**config.mk**
```make
export PLATFORM = sky130hd
export DESIGN_NAME = ufc_top
export DESIGN_NICKNAME = d
export VERILOG_FILES = /design/src/rtl/ufc_pkg.sv /design/src/rtl/ufc_cfg_if.sv /design/src/rtl/ufc_parity.sv /design/src/rtl/ufc_prescaler.sv /design/src/rtl/ufc_top.sv
export SDC_FILE = /design/constraint.sdc
export NUM_CORES = 1
export LEC_CHECK = 0
export BUFFER_PORTS_ARGS = -buffer_cell sky130_fd_sc_hd__buf_4
export CORE_ASPECT_RATIO = 0.7
export CORE_MARGIN = 10
export CORE_UTILIZATION = 40
export CTS_CLUSTER_SIZE = 10
export DETAILED_ROUTE_END_ITERATION = 16
export PLACE_DENSITY_LB_ADDON = 0.3
export SLEW_MARGIN = 20
export SYNTH_ARGS = -nofsm -noshare
export SYNTH_HDL_FRONTEND = slang
export SYNTH_SLANG_ARGS = --single-unit
export TNS_END_PERCENT = 1
```
**constraint.sdc**
```tcl
create_clock -name I_CLK_SYS -period 2.36 [get_ports I_CLK_SYS]
set_input_delay 0.236 -clock I_CLK_SYS [delete_from_list [all_inputs] [get_ports I_CLK_SYS]]
set_output_delay 0.236 -clock I_CLK_SYS [all_outputs]
set_load 0.005 [all_outputs]
```
**src/rtl/ufc_pkg.sv**
```systemverilog
// ufc_pkg: register map, field positions, reset values and timing counts
// of the serial format and control block.
// assumes a 32-bit classic wishbone slave with byte addresses.
package ufc_pkg;
  // register map, byte addresses, one aligned word each
  localparam int UFC_ADR_W = 4;
  localparam logic [3:0] UFC_ADR_FORMAT = 4'h0;
  localparam logic [3:0] UFC_ADR_CONTROL = 4'h4;
  localparam logic [3:0] UFC_ADR_STATUS = 4'h8;
  // reset values and writable-bit masks
  localparam logic [15:0] UFC_FORMAT_RST = 16'h0000;
  localparam logic [15:0] UFC_CONTROL_RST = 16'h0000;
  localparam logic [15:0] UFC_FORMAT_MASK = 16'h007b;
  localparam logic [15:0] UFC_CONTROL_MASK = 16'h00fa;
  // serial_format_select fields
  localparam int UFC_F_CHR = 6;
  localparam int UFC_F_PE = 5;
  localparam int UFC_F_ODD = 4;
  localparam int UFC_F_STOP = 3;
  localparam int UFC_F_CKS_HI = 1;
  localparam int UFC_F_CKS_LO = 0;
  // serial_enable_control fields
  localparam int UFC_C_TIE = 7;
  localparam int UFC_C_RIE = 6;
  localparam int UFC_C_TE = 5;
  localparam int UFC_C_RE = 4;
  localparam int UFC_C_RX_ERROR_IRQ_ENABLE = 3;
  localparam int UFC_C_CKE = 1;
  // oversampling: 16 ticks per bit, sample in the middle
  localparam logic [3:0] UFC_OS_LAST = 4'hf;
  localparam logic [3:0] UFC_OS_MID = 4'h7;
  // prescaler terminal counts
  localparam logic [5:0] UFC_PRE_DIV4 = 6'h03;
  localparam logic [5:0] UFC_PRE_DIV16 = 6'h0f;
  localparam logic [5:0] UFC_PRE_DIV64 = 6'h3f;
  typedef enum logic [1:0] {
    UFC_PCK, UFC_PCK4, UFC_PCK16, UFC_PCK64
  } ufc_prescale_type;
endpackage

```
**src/rtl/ufc_cfg_if.sv**
```systemverilog
// ufc_cfg_if: format settings and the oversample tick shared between
// the control top and its prescaler and parity helpers.
// assumes one clock domain; all members are plain levels.
`timescale 1ns/1ps
`default_nettype none
interface ufc_cfg_if;
  import ufc_pkg::*;
  logic char7;
  logic par_en;
  logic par_odd;
  logic stop2;
  logic ext_sel;
  ufc_prescale_type cks;
  logic tick16;
  modport ctrl (output char7, par_en, par_odd, stop2, ext_sel, cks,
                input tick16);
  modport gen (input cks, ext_sel, output tick16);
  modport par (input char7, par_odd);
endinterface
`default_nettype wire

```
**src/rtl/ufc_parity.sv**
```systemverilog
// ufc_parity: parity bit for one character under the current format.
// assumes bit 7 is ignored in 7-bit mode; purely combinational.
`timescale 1ns/1ps
`default_nettype none
module ufc_parity (
  // settings
  ufc_cfg_if.par cfg,
  // character in, parity out
  input wire logic [7:0] i_data,
  output logic o_parity
);
  import ufc_pkg::*;
  logic [7:0] used;
  // drop msb
  assign used = cfg.char7 ? {1'b0, i_data[6:0]} : i_data;
  // even or odd total
  assign o_parity = (^used) ^ cfg.par_odd;
endmodule
`default_nettype wire

```
**src/rtl/ufc_prescaler.sv**
```systemverilog
// ufc_prescaler: 16x oversample tick from the prescaled peripheral clock
// and bit rate divisor, or from the external 16x clock input.
// assumes the external clock input is synchronous to the system clock.
`timescale 1ns/1ps
`default_nettype none
module ufc_prescaler #(
  parameter int DIV_W = 8
) (
  // clock, reset, enable
  input wire logic i_clk,
  input wire logic i_resetn,
  input wire logic i_ce,
  // rate sources
  input wire logic i_ext_clk,
  input wire logic [DIV_W-1:0] i_bit_rate,
  // settings and tick
  ufc_cfg_if.gen cfg
);
  import ufc_pkg::*;
  typedef struct packed {
    logic [5:0] pre;
    logic [DIV_W-1:0] div;
    logic ext_q;
    logic tick;
  } ufc_pre_state_type;
  ufc_pre_state_type st;
  ufc_pre_state_type next_st;
  logic pre_tick;

  // next state: prescale, divide, or follow the external clock
  always_comb begin
    next_st = st;
    next_st.pre = st.pre + 6'h01;
    next_st.ext_q = i_ext_clk;
    next_st.tick = 1'b0;
    // prescaler select
    unique case (cfg.cks)
      UFC_PCK: pre_tick = 1'b1;
      UFC_PCK4: pre_tick = (st.pre[1:0] == UFC_PRE_DIV4[1:0]);
      UFC_PCK16: pre_tick = (st.pre[3:0] == UFC_PRE_DIV16[3:0]);
      UFC_PCK64: pre_tick = (st.pre == UFC_PRE_DIV64);
    endcase
    // external 16x clock
    if (cfg.ext_sel) begin
      next_st.tick = i_ext_clk & ~st.ext_q;
    end else if (pre_tick) begin
      if (st.div == i_bit_rate) begin
        next_st.div = '0;
        next_st.tick = 1'b1;
      end else begin
        next_st.div = st.div + DIV_W'(1);
      end
    end
  end

  // state register, frozen while the clock enable is low
  always_ff @(posedge i_clk or negedge i_resetn) begin
    if (!i_resetn) begin
      st <= '0;
    end else if (i_ce) begin
      st <= next_st;
    end
  end

  assign cfg.tick16 = st.tick;
endmodule
`default_nettype wire

```
**src/rtl/ufc_top.sv**
```systemverilog
// ufc_top: format and control of an asynchronous serial port. holds the
// format and enable registers on a wishbone slave, frames characters out
// of the transmit fifo, deframes received characters, and forms the four
// interrupt requests from flags kept by the neighbouring status logic.
// assumes fifos, flag logic and modem control live outside; inputs are
// synchronous to I_CLK_SYS.
//
// Notes on behaviour
// both registers reset to zero, kept otherwise
// reserved bits read zero, writes ignored
// bit 6 picks 8 or 7 data bits
// bit 5 adds and checks parity
// bit 4 even or odd, only with parity
// ones plus parity even or odd
// bit 3 sends one or two stops
// receiver checks only the first stop
// two-bit prescaler divides by 1,4,16,64
// tx request from enable and empty flag
// tx request drops on flag or enable
// rx requests from full, error, break flags
// rx full request drops on flag/enable
// error requests drop on flag or enables
// tx enable lets fifo bytes start sending
// software sets format before tx enable
// rx enable gates start of reception
// bit 1 selects external 16x clock
// clearing rx enable keeps receive flags
// error enable alone raises error requests
//
// Implementation choices: the register addresses and register access over Wishbone.
`timescale 1ns/1ps
`default_nettype none
module ufc_top #(
  parameter int DIV_W = 8
) (
  // clock, reset, enable
  input wire logic I_CLK_SYS,
  input wire logic I_RESETN,
  input wire logic I_CE,
  // wishbone slave
  input wire logic I_WB_CYC,
  input wire logic I_WB_STB,
  input wire logic I_WB_WE,
  input wire logic [ufc_pkg::UFC_ADR_W-1:0] I_WB_ADR,
  input wire logic [3:0] I_WB_SEL,
  input wire logic [31:0] I_WB_DAT,
  output logic [31:0] O_WB_DAT,
  output logic O_WB_ACK,
  // rate sources
  input wire logic [DIV_W-1:0] I_BIT_RATE,
  input wire logic I_EXT_CLK,
  // transmit fifo side
  input wire logic I_TX_VALID,
  input wire logic [7:0] I_TX_DATA,
  output logic O_TX_READY,
  // receive fifo side
  output logic O_RX_VALID,
  output logic [7:0] O_RX_DATA,
  output logic O_RX_PARITY_ERR,
  output logic O_RX_FRAMING_ERR,
  // serial line
  output logic O_TXD,
  input wire logic I_RXD,
  // enables for neighbouring blocks
  output logic O_TX_ENABLE,
  output logic O_RX_ENABLE,
  // flags from the status logic
  input wire logic I_TX_EMPTY_FLAG,
  input wire logic I_RX_FULL_FLAG,
  input wire logic I_RX_DATA_READY_FLAG,
  input wire logic I_RX_ERROR_FLAG,
  input wire logic I_LINE_BREAK_FLAG,
  input wire logic I_OVERRUN_FLAG,
  // interrupt requests
  output logic O_TX_EMPTY_REQUEST,
  output logic O_RX_FULL_REQUEST,
  output logic O_RX_ERROR_REQUEST,
  output logic O_LINE_BREAK_REQUEST
);
  import ufc_pkg::*;

  typedef enum logic {UFC_TX_IDLE, UFC_TX_SHIFT} ufc_tx_state_type;
  typedef enum logic [1:0] {
    UFC_RX_IDLE, UFC_RX_START, UFC_RX_DATA, UFC_RX_STOP
  } ufc_rx_state_type;

  // tx_sh holds the frame inverted so that reset leaves the line high
  typedef struct packed {
    logic [15:0] fmt;
    logic [15:0] ctl;
    logic ack;
    logic [31:0] rdat;
    ufc_tx_state_type tx_st;
    logic [11:0] tx_sh;
    logic [3:0] tx_bits;
    logic [3:0] tx_os;
    ufc_rx_state_type rx_st;
    logic [8:0] rx_sh;
    logic [3:0] rx_bits;
    logic [3:0] rx_os;
    logic rx_valid;
    logic [7:0] rx_data;
    logic rx_perr;
    logic rx_ferr;
    logic [3:0] req;
  } ufc_state_type;

  ufc_state_type st;
  ufc_state_type next_st;

  // data bits plus optional parity bit
  function automatic logic [3:0] ufc_data_bits(input logic char7,
                                               input logic pe);
    ufc_data_bits = (char7 ? 4'h7 : 4'h8) + {3'h0, pe};
  endfunction

  // whole frame: start, data, parity, stops
  function automatic logic [3:0] ufc_frame_len(input logic char7,
                                               input logic pe,
                                               input logic stop2);
    ufc_frame_len = 4'h1 + ufc_data_bits(char7, pe) + (stop2 ? 4'h2 : 4'h1);
  endfunction

  // frame in line order, lsb first; unused tail stays high as stops
  function automatic logic [11:0] ufc_build_frame(input logic [7:0] data,
                                                  input logic char7,
                                                  input logic pe,
                                                  input logic par);
    logic [11:0] f;
    f = 12'hfff;
    f[0] = 1'b0;
    f[8:1] = data;
    if (char7) begin
      f[8] = 1'b1;
    end
    if (pe && char7) begin
      f[8] = par;
    end else if (pe) begin
      f[9] = par;
    end
    ufc_build_frame = f;
  endfunction

  ufc_cfg_if cfg ();
  logic wb_req;
  logic tx_irq_enable, rx_irq_enable, te, re, rx_error_irq_enable;
  logic tx_par, rx_par_calc, rx_pbit;
  logic [3:0] rx_n;
  logic [8:0] rx_aligned;
  logic [7:0] rx_char;
  logic err_en;

  // settings out to helpers and neighbours
  assign cfg.char7 = st.fmt[UFC_F_CHR];
  assign cfg.par_en = st.fmt[UFC_F_PE];
  assign cfg.par_odd = st.fmt[UFC_F_ODD];
  assign cfg.stop2 = st.fmt[UFC_F_STOP];
  assign cfg.cks = ufc_prescale_type'(st.fmt[UFC_F_CKS_HI:UFC_F_CKS_LO]);
  assign cfg.ext_sel = st.ctl[UFC_C_CKE];
  assign tx_irq_enable = st.ctl[UFC_C_TIE];
  assign rx_irq_enable = st.ctl[UFC_C_RIE];
  assign te = st.ctl[UFC_C_TE];
  assign re = st.ctl[UFC_C_RE];
  assign rx_error_irq_enable = st.ctl[UFC_C_RX_ERROR_IRQ_ENABLE];
  // error enable stands alone
  assign err_en = rx_irq_enable | rx_error_irq_enable;

  ufc_prescaler #(.DIV_W(DIV_W)) u_pre (
    .i_clk(I_CLK_SYS),
    .i_resetn(I_RESETN),
    .i_ce(I_CE),
    .i_ext_clk(I_EXT_CLK),
    .i_bit_rate(I_BIT_RATE),
    .cfg(cfg)
  );

  ufc_parity u_tx_par (
    .cfg(cfg),
    .i_data(I_TX_DATA),
    .o_parity(tx_par)
  );

  // received bits sit at the top of rx_sh; slide them down to bit 0
  assign rx_n = ufc_data_bits(cfg.char7, cfg.par_en);
  assign rx_aligned = st.rx_sh >> (4'h9 - rx_n);
  assign rx_char = cfg.char7 ? {1'b0, rx_aligned[6:0]} : rx_aligned[7:0];
  assign rx_pbit = cfg.char7 ? rx_aligned[7] : rx_aligned[8];

  ufc_parity u_rx_par (
    .cfg(cfg),
    .i_data(rx_char),
    .o_parity(rx_par_calc)
  );

  assign wb_req = I_WB_CYC & I_WB_STB & ~st.ack;
  // take a byte only while enabled and idle
  assign O_TX_READY = I_CE & te & (st.tx_st == UFC_TX_IDLE);

  always_comb begin
    next_st = st;
    next_st.ack = wb_req;
    next_st.rx_valid = 1'b0;
    // register access; upper byte lane holds only reserved bits
    if (wb_req) begin
      next_st.rdat = 32'h0000_0000;
      // reserved bits masked
      if (I_WB_WE && I_WB_SEL[0] && I_WB_ADR == UFC_ADR_FORMAT) begin
        next_st.fmt = {8'h00, I_WB_DAT[7:0] & UFC_FORMAT_MASK[7:0]};
      end
      if (I_WB_WE && I_WB_SEL[0] && I_WB_ADR == UFC_ADR_CONTROL) begin
        next_st.ctl = {8'h00, I_WB_DAT[7:0] & UFC_CONTROL_MASK[7:0]};
      end
      if (!I_WB_WE) begin
        unique case (I_WB_ADR)
          UFC_ADR_FORMAT: next_st.rdat = {16'h0000, st.fmt};
          UFC_ADR_CONTROL: next_st.rdat = {16'h0000, st.ctl};
          UFC_ADR_STATUS: next_st.rdat = {26'h0, st.req,
            st.rx_st != UFC_RX_IDLE, st.tx_st != UFC_TX_IDLE};
          default: next_st.rdat = 32'h0000_0000;
        endcase
      end
    end
    // transmitter: load a frame, then one bit per 16 ticks
    unique case (st.tx_st)
      UFC_TX_IDLE: begin
        if (O_TX_READY && I_TX_VALID) begin
          // frame build
          next_st.tx_sh = ~ufc_build_frame(I_TX_DATA, cfg.char7,
                                           cfg.par_en, tx_par);
          next_st.tx_bits = ufc_frame_len(cfg.char7, cfg.par_en, cfg.stop2);
          next_st.tx_os = 4'h0;
          next_st.tx_st = UFC_TX_SHIFT;
        end
      end
      UFC_TX_SHIFT: begin
        if (cfg.tick16) begin
          next_st.tx_os = st.tx_os + 4'h1;
          if (st.tx_os == UFC_OS_LAST) begin
            next_st.tx_sh = {1'b0, st.tx_sh[11:1]};
            next_st.tx_bits = st.tx_bits - 4'h1;
            if (st.tx_bits == 4'h1) begin
              next_st.tx_st = UFC_TX_IDLE;
            end
          end
        end
      end
    endcase
    // receiver: start check at mid-bit, then sample every 16 ticks
    unique case (st.rx_st)
      UFC_RX_IDLE: begin
        next_st.rx_os = 4'h0;
        // start gated, flags untouched
        if (re && !I_RXD) begin
          next_st.rx_st = UFC_RX_START;
        end
      end
      UFC_RX_START: begin
        if (cfg.tick16) begin
          next_st.rx_os = st.rx_os + 4'h1;
          if (st.rx_os == UFC_OS_MID) begin
            next_st.rx_os = 4'h0;
            next_st.rx_bits = rx_n;
            next_st.rx_st = I_RXD ? UFC_RX_IDLE : UFC_RX_DATA;
          end
        end
      end
      UFC_RX_DATA: begin
        if (cfg.tick16) begin
          next_st.rx_os = st.rx_os + 4'h1;
          if (st.rx_os == UFC_OS_LAST) begin
            next_st.rx_sh = {I_RXD, st.rx_sh[8:1]};
            next_st.rx_bits = st.rx_bits - 4'h1;
            if (st.rx_bits == 4'h1) begin
              next_st.rx_st = UFC_RX_STOP;
            end
          end
        end
      end
      UFC_RX_STOP: begin
        if (cfg.tick16) begin
          next_st.rx_os = st.rx_os + 4'h1;
          // first stop only; a low second stop is a new start
          if (st.rx_os == UFC_OS_LAST) begin
            next_st.rx_valid = 1'b1;
            next_st.rx_data = rx_char;
            // parity checked only when enabled
            next_st.rx_perr = cfg.par_en & (rx_pbit != rx_par_calc);
            next_st.rx_ferr = ~I_RXD;
            next_st.rx_st = UFC_RX_IDLE;
          end
        end
      end
    endcase
    // transmit empty request
    next_st.req[0] = tx_irq_enable & I_TX_EMPTY_FLAG;
    // receive full request
    next_st.req[1] = rx_irq_enable & (I_RX_FULL_FLAG | I_RX_DATA_READY_FLAG);
    // error and break requests
    next_st.req[2] = err_en & I_RX_ERROR_FLAG;
    next_st.req[3] = err_en & (I_LINE_BREAK_FLAG | I_OVERRUN_FLAG);
  end

  // zero on reset, held while frozen
  always_ff @(posedge I_CLK_SYS or negedge I_RESETN) begin
    if (!I_RESETN) begin
      st <= '0;
    end else if (I_CE) begin
      st <= next_st;
    end
  end

  // outputs, all from flops except the ready handshake
  assign O_WB_ACK = st.ack;
  assign O_WB_DAT = st.rdat;
  assign O_TXD = ~st.tx_sh[0];
  assign O_RX_VALID = st.rx_valid;
  assign O_RX_DATA = st.rx_data;
  assign O_RX_PARITY_ERR = st.rx_perr;
  assign O_RX_FRAMING_ERR = st.rx_ferr;
  assign O_TX_ENABLE = te;
  assign O_RX_ENABLE = re;
  assign O_TX_EMPTY_REQUEST = st.req[0];
  assign O_RX_FULL_REQUEST = st.req[1];
  assign O_RX_ERROR_REQUEST = st.req[2];
  assign O_LINE_BREAK_REQUEST = st.req[3];

  logic [3:0] take_len;
  assign take_len = ufc_frame_len(cfg.char7, cfg.par_en, cfg.stop2);
endmodule
`default_nettype wire

```
==> impl_metrics.toml <==
[global_routing]
antenna_found_initial = 0
grt_max_degree = 59
gr-usage-met1_pct = 17.51
use_met2_pct = 23.25
grt_overflow = 0
grtUsageMet3_pct = 3.731
grt_pass1_wl_um = 20490
top_usage_layer = "met2"
grt_pass1_vias = 4099
grt_use_total_pct = 13.85

[power_and_ir_drop]
p_leak_nw = 2.838
powerDensity_nw_per_um2 = 665.7
ir_worst_vdd_mv = 0.3921

[timing]
slew_headroom_pct = 55.14
fin_ws_ns = -0.1229
min_period_over_period_pct = 105.2
worst_pin_slew_ns = 0.6712
slew_viol_final = 0
finalHoldViolCount = 0
setup_viol = 1
fin_crit_ns = 2.483
rsz0062_at_grt = "yes"
fmax_ghz = 0.4028
finClkSkew_ns = 0.005218

[layout]
num_antenna_cells = 0
fin_nets = 699
post-route-util_pct = 49.32
nFillCells = 1186
final_cells = 782
drive_gt1_share_pct = 24.84
area_growth_pct = 19.78

[placement]
dp_hpwl_um = 9405
gp_congestion = 0.8268
port_buffers = 70
placed_cells = 765

[setup_path]
crit_path_start_kind = "flop"
cp_data_required_time_ns = 2.61
path_class = "reg2reg"
critical_path.max_fanout = 6
arrival_ns = 2.73
endpoint_kind = "flop"

[yosys]
synth_area_leader_cell = "dfrtp_1"
syn_area_um2 = 5167
ys_ff_latch = 91
ys.flop_type = "dfrtp_1"
ys_seq_area_share_pct = 44.07
yosysTopAreaCellShare_pct = 44.07
synth_xor_area_share_pct = 5.278
synth.avg_cell_area_um2 = 9.569
yosys.area_share.simple_pct = 15.13
synth_top_family_by_area = "compound AO/OA/AOI/OAI gates"
synth_compound_area_share_pct = 15.84
async_reset_ff_share_pct = 100.0
postSynthCellCount = 540
synthDistinctLibCells = 58
synthAdderAreaFrac_pct = 3.051
synth_mux_area_share_pct = 7.724
synthTopCellsByArea = "dfrtp_1 44%, buf_4 5.8%, o21ai_0 5.5%"
synth_enable_flop_cells = 0
yosysWarnings = 0

[floorplanning]
ios = 123
core_um2 = 12550
fp.dieW_um = 155.9
die_h_um = 115.1
die_area_um2 = 17940
start_util_pct = 41.18
core.rowCount = 34

[route]
drt-initial-drc-count = 228
drt_pass1_iterations = 5
dr_total_vias = 4114
wire_per_inst_um = 15.77
vias_per_cell = 5.261
route.detailed.drc = 0
wirelength_um = 12330
detail-route-antenna-nets = 0

[run_status]
failed_checks = "setup timing"
status = "finished, violations left"

[clock_tree]
clkTransAtPathRegs_ns = 0.06
cts.sinks = 91
clock_latency_ns = 0.34
cts_tree = "yes"
cts_inserted_buffers = 9
h-tree-depth = 3
clk_path_buf_depth = 2
cts-root-buf = "clkbuf_16"

[min_path]
hold_path_class = "in2reg"

[flow_run]
maxCapViolCount = 0
-- registers in the layout, summed over array words and instances, names as in the netlist --
signal and flops:
O_RX_FULL_REQUEST 1, O_LINE_BREAK_REQUEST 1, u_pre.st 15, O_RX_VALID 1
cfg.par_odd 1, cfg.ext_sel 1, rx_error_irq_enable 1, O_TX_ENABLE 1
st 40, cfg.char7 1, rx_irq_enable 1, cfg.cks 2
O_RX_ENABLE 1, O_RX_PARITY_ERR 1, O_RX_ERROR_REQUEST 1, O_RX_FRAMING_ERR 1
O_TX_EMPTY_REQUEST 1, O_WB_ACK 1, O_RX_DATA 8, u_pre.cfg.tick16 1
O_WB_DAT 8, cfg.stop2 1, cfg.par_en 1
-- metrics by stage --
step | hold WS, ns | worst slack, ns | setup TNS (ns) | instance area (µm²) | total power, mW
6_report | 0.1137 | -0.1229 | -0.1229 | 6190 | 4.120
5_1_grt | 0.1199 | -0.2546 | -0.2546 | 6190 | 4.346
4_1_cts | 0.1045 | -0.1074 | -0.1074 | 6177 | 4.162
3_5_place_dp | 0.2234 | -0.1385 | -0.1385 | 5853 | 2.676
3_3_place_gp | 0.2150 | -0.08526 | -0.08526 | 5853 | 2.635
2_1_floorplan | -0.05959 | -0.008662 | -0.008662 | 5273 | 2.418
-- layout make-up --
class | count | area [µm²] | area share, %
Multi-Input combinational cell | 393 | 2555 | 41.28
Sequential cell | 91 | 2278 | 36.81
Timing Repair Buffer | 102 | 780.7 | 12.61
Clock buffer | 11 | 252.7 | 4.083
Tap cell | 162 | 202.7 | 3.275
Inverter | 19 | 71.32 | 1.152
Clock inverter | 4 | 48.80 | 0.7884
-- worst max-delay path, stage by stage (launching register included) --
cell      delay (ns)
dfrtp_2         0.44
ha_4            0.26
buf_4           0.15
mux2i_4         0.20
a211o_1         0.28
a221oi_2        0.24
xnor3_1         0.28
xnor3_1         0.36
o31ai_2         0.17
-- kinds of logic (layout without fill, tap and decap cells) --
logic type / Yosys count / in the layout
AO/OA/AOI/OAI: 132 / 132
XOR/XNOR: 28 / 28
adder cells (fa/ha/maj): 12 / 12
buffers and inverters: 79 / 136
flip-flops: 91 / 91
multiplexers: 36 / 36
other: 1 / 24
AND/OR/NAND/NOR: 161 / 161
-- cells in the final DEF (no fill, tap or decap), types with 2 or more instances in the layout --
cell,n
a211oi_1,3
clkbuf_8,2
inv_1,18
nor2b_1,5
and3_1,8
nand4_1,7
o22a_1,5
xnor3_1,2
o41ai_1,2
nand2_1,51
o31ai_1,6
a22o_1,6
nand3_1,10
and2_1,4
o21ai_0,57
a31oi_1,2
mux2_2,24
nand3b_1,4
o211ai_1,4
nor2_1,44
o221ai_1,3
conb_1,24
buf_4,100
clkinv_2,2
or3_1,2
xnor2_1,19
dfrtp_1,90
a22oi_1,4
mux2i_2,2
xor2_1,7
mux2i_1,8
clkbuf_16,9
ha_1,10
nand2b_1,10
a21oi_1,25
o22ai_1,4
nor3_1,8
-- synthesized netlist by cell type, types with 5 or more instances --
master    count
nand4_1       7
nor2b_1       5
nor2_1       44
xnor2_1      19
nor3_1        8
dfrtp_1      91
a22o_1        6
xor2_1        7
clkbuf_1     17
a21oi_1      25
o31ai_1       6
nand2b_1     10
mux2i_1       9
nand2_1      51
o22a_1        5
mux2_2       25
nand3_1      10
ha_1         11
o21ai_0      57
inv_1        19
buf_4        40
and3_1        8
-- routing by layer --
layer,up-vias,share of wire (%)
met3,10,5.7
met5,-,0
met2,97,49
met4,0,0.71
li1,1979,-
met1,2028,45
-- repair_timing --
| action | 4_1_cts | 5_1_grt |
|---|---|---|
| hold buffers | 1 | 0 |
| endpoints found under the hold margin | 33 | 0 |
| resized for setup | 2 | 2 |
| buffers inserted | 1 | 0 |
| pin swaps | 1 | 1 |
| setup endpoints to repair | 1 | 1 |
-- report_power, final --
group	internal [mW]	switching [mW]	leakage, nW
logic	0.363	0.355	1.48
clock network	0.872	0.589	0.152
registers	1.75	0.195	1.21
total	2.98	1.14	2.84
-- path summary, 6_finish.rpt --
path	startpoint	to	slack, ns	depth (start not counted)
max in group asynchronous	I_RESETN	st[23]	1.30	3
setup / recovery	cfg.char7	O_RX_PARITY_ERR	-0.12	8
hold / removal	I_WB_WE	O_WB_DAT[7]	0.11	2
min in group asynchronous	I_RESETN	u_pre.st[5]	0.39	2
setup reg to reg	cfg.char7	O_RX_PARITY_ERR	-0.12	8
hold reg to reg	u_pre.st[15]	u_pre.st[15]	0.46	1
Power figures use the tool's default switching activity.
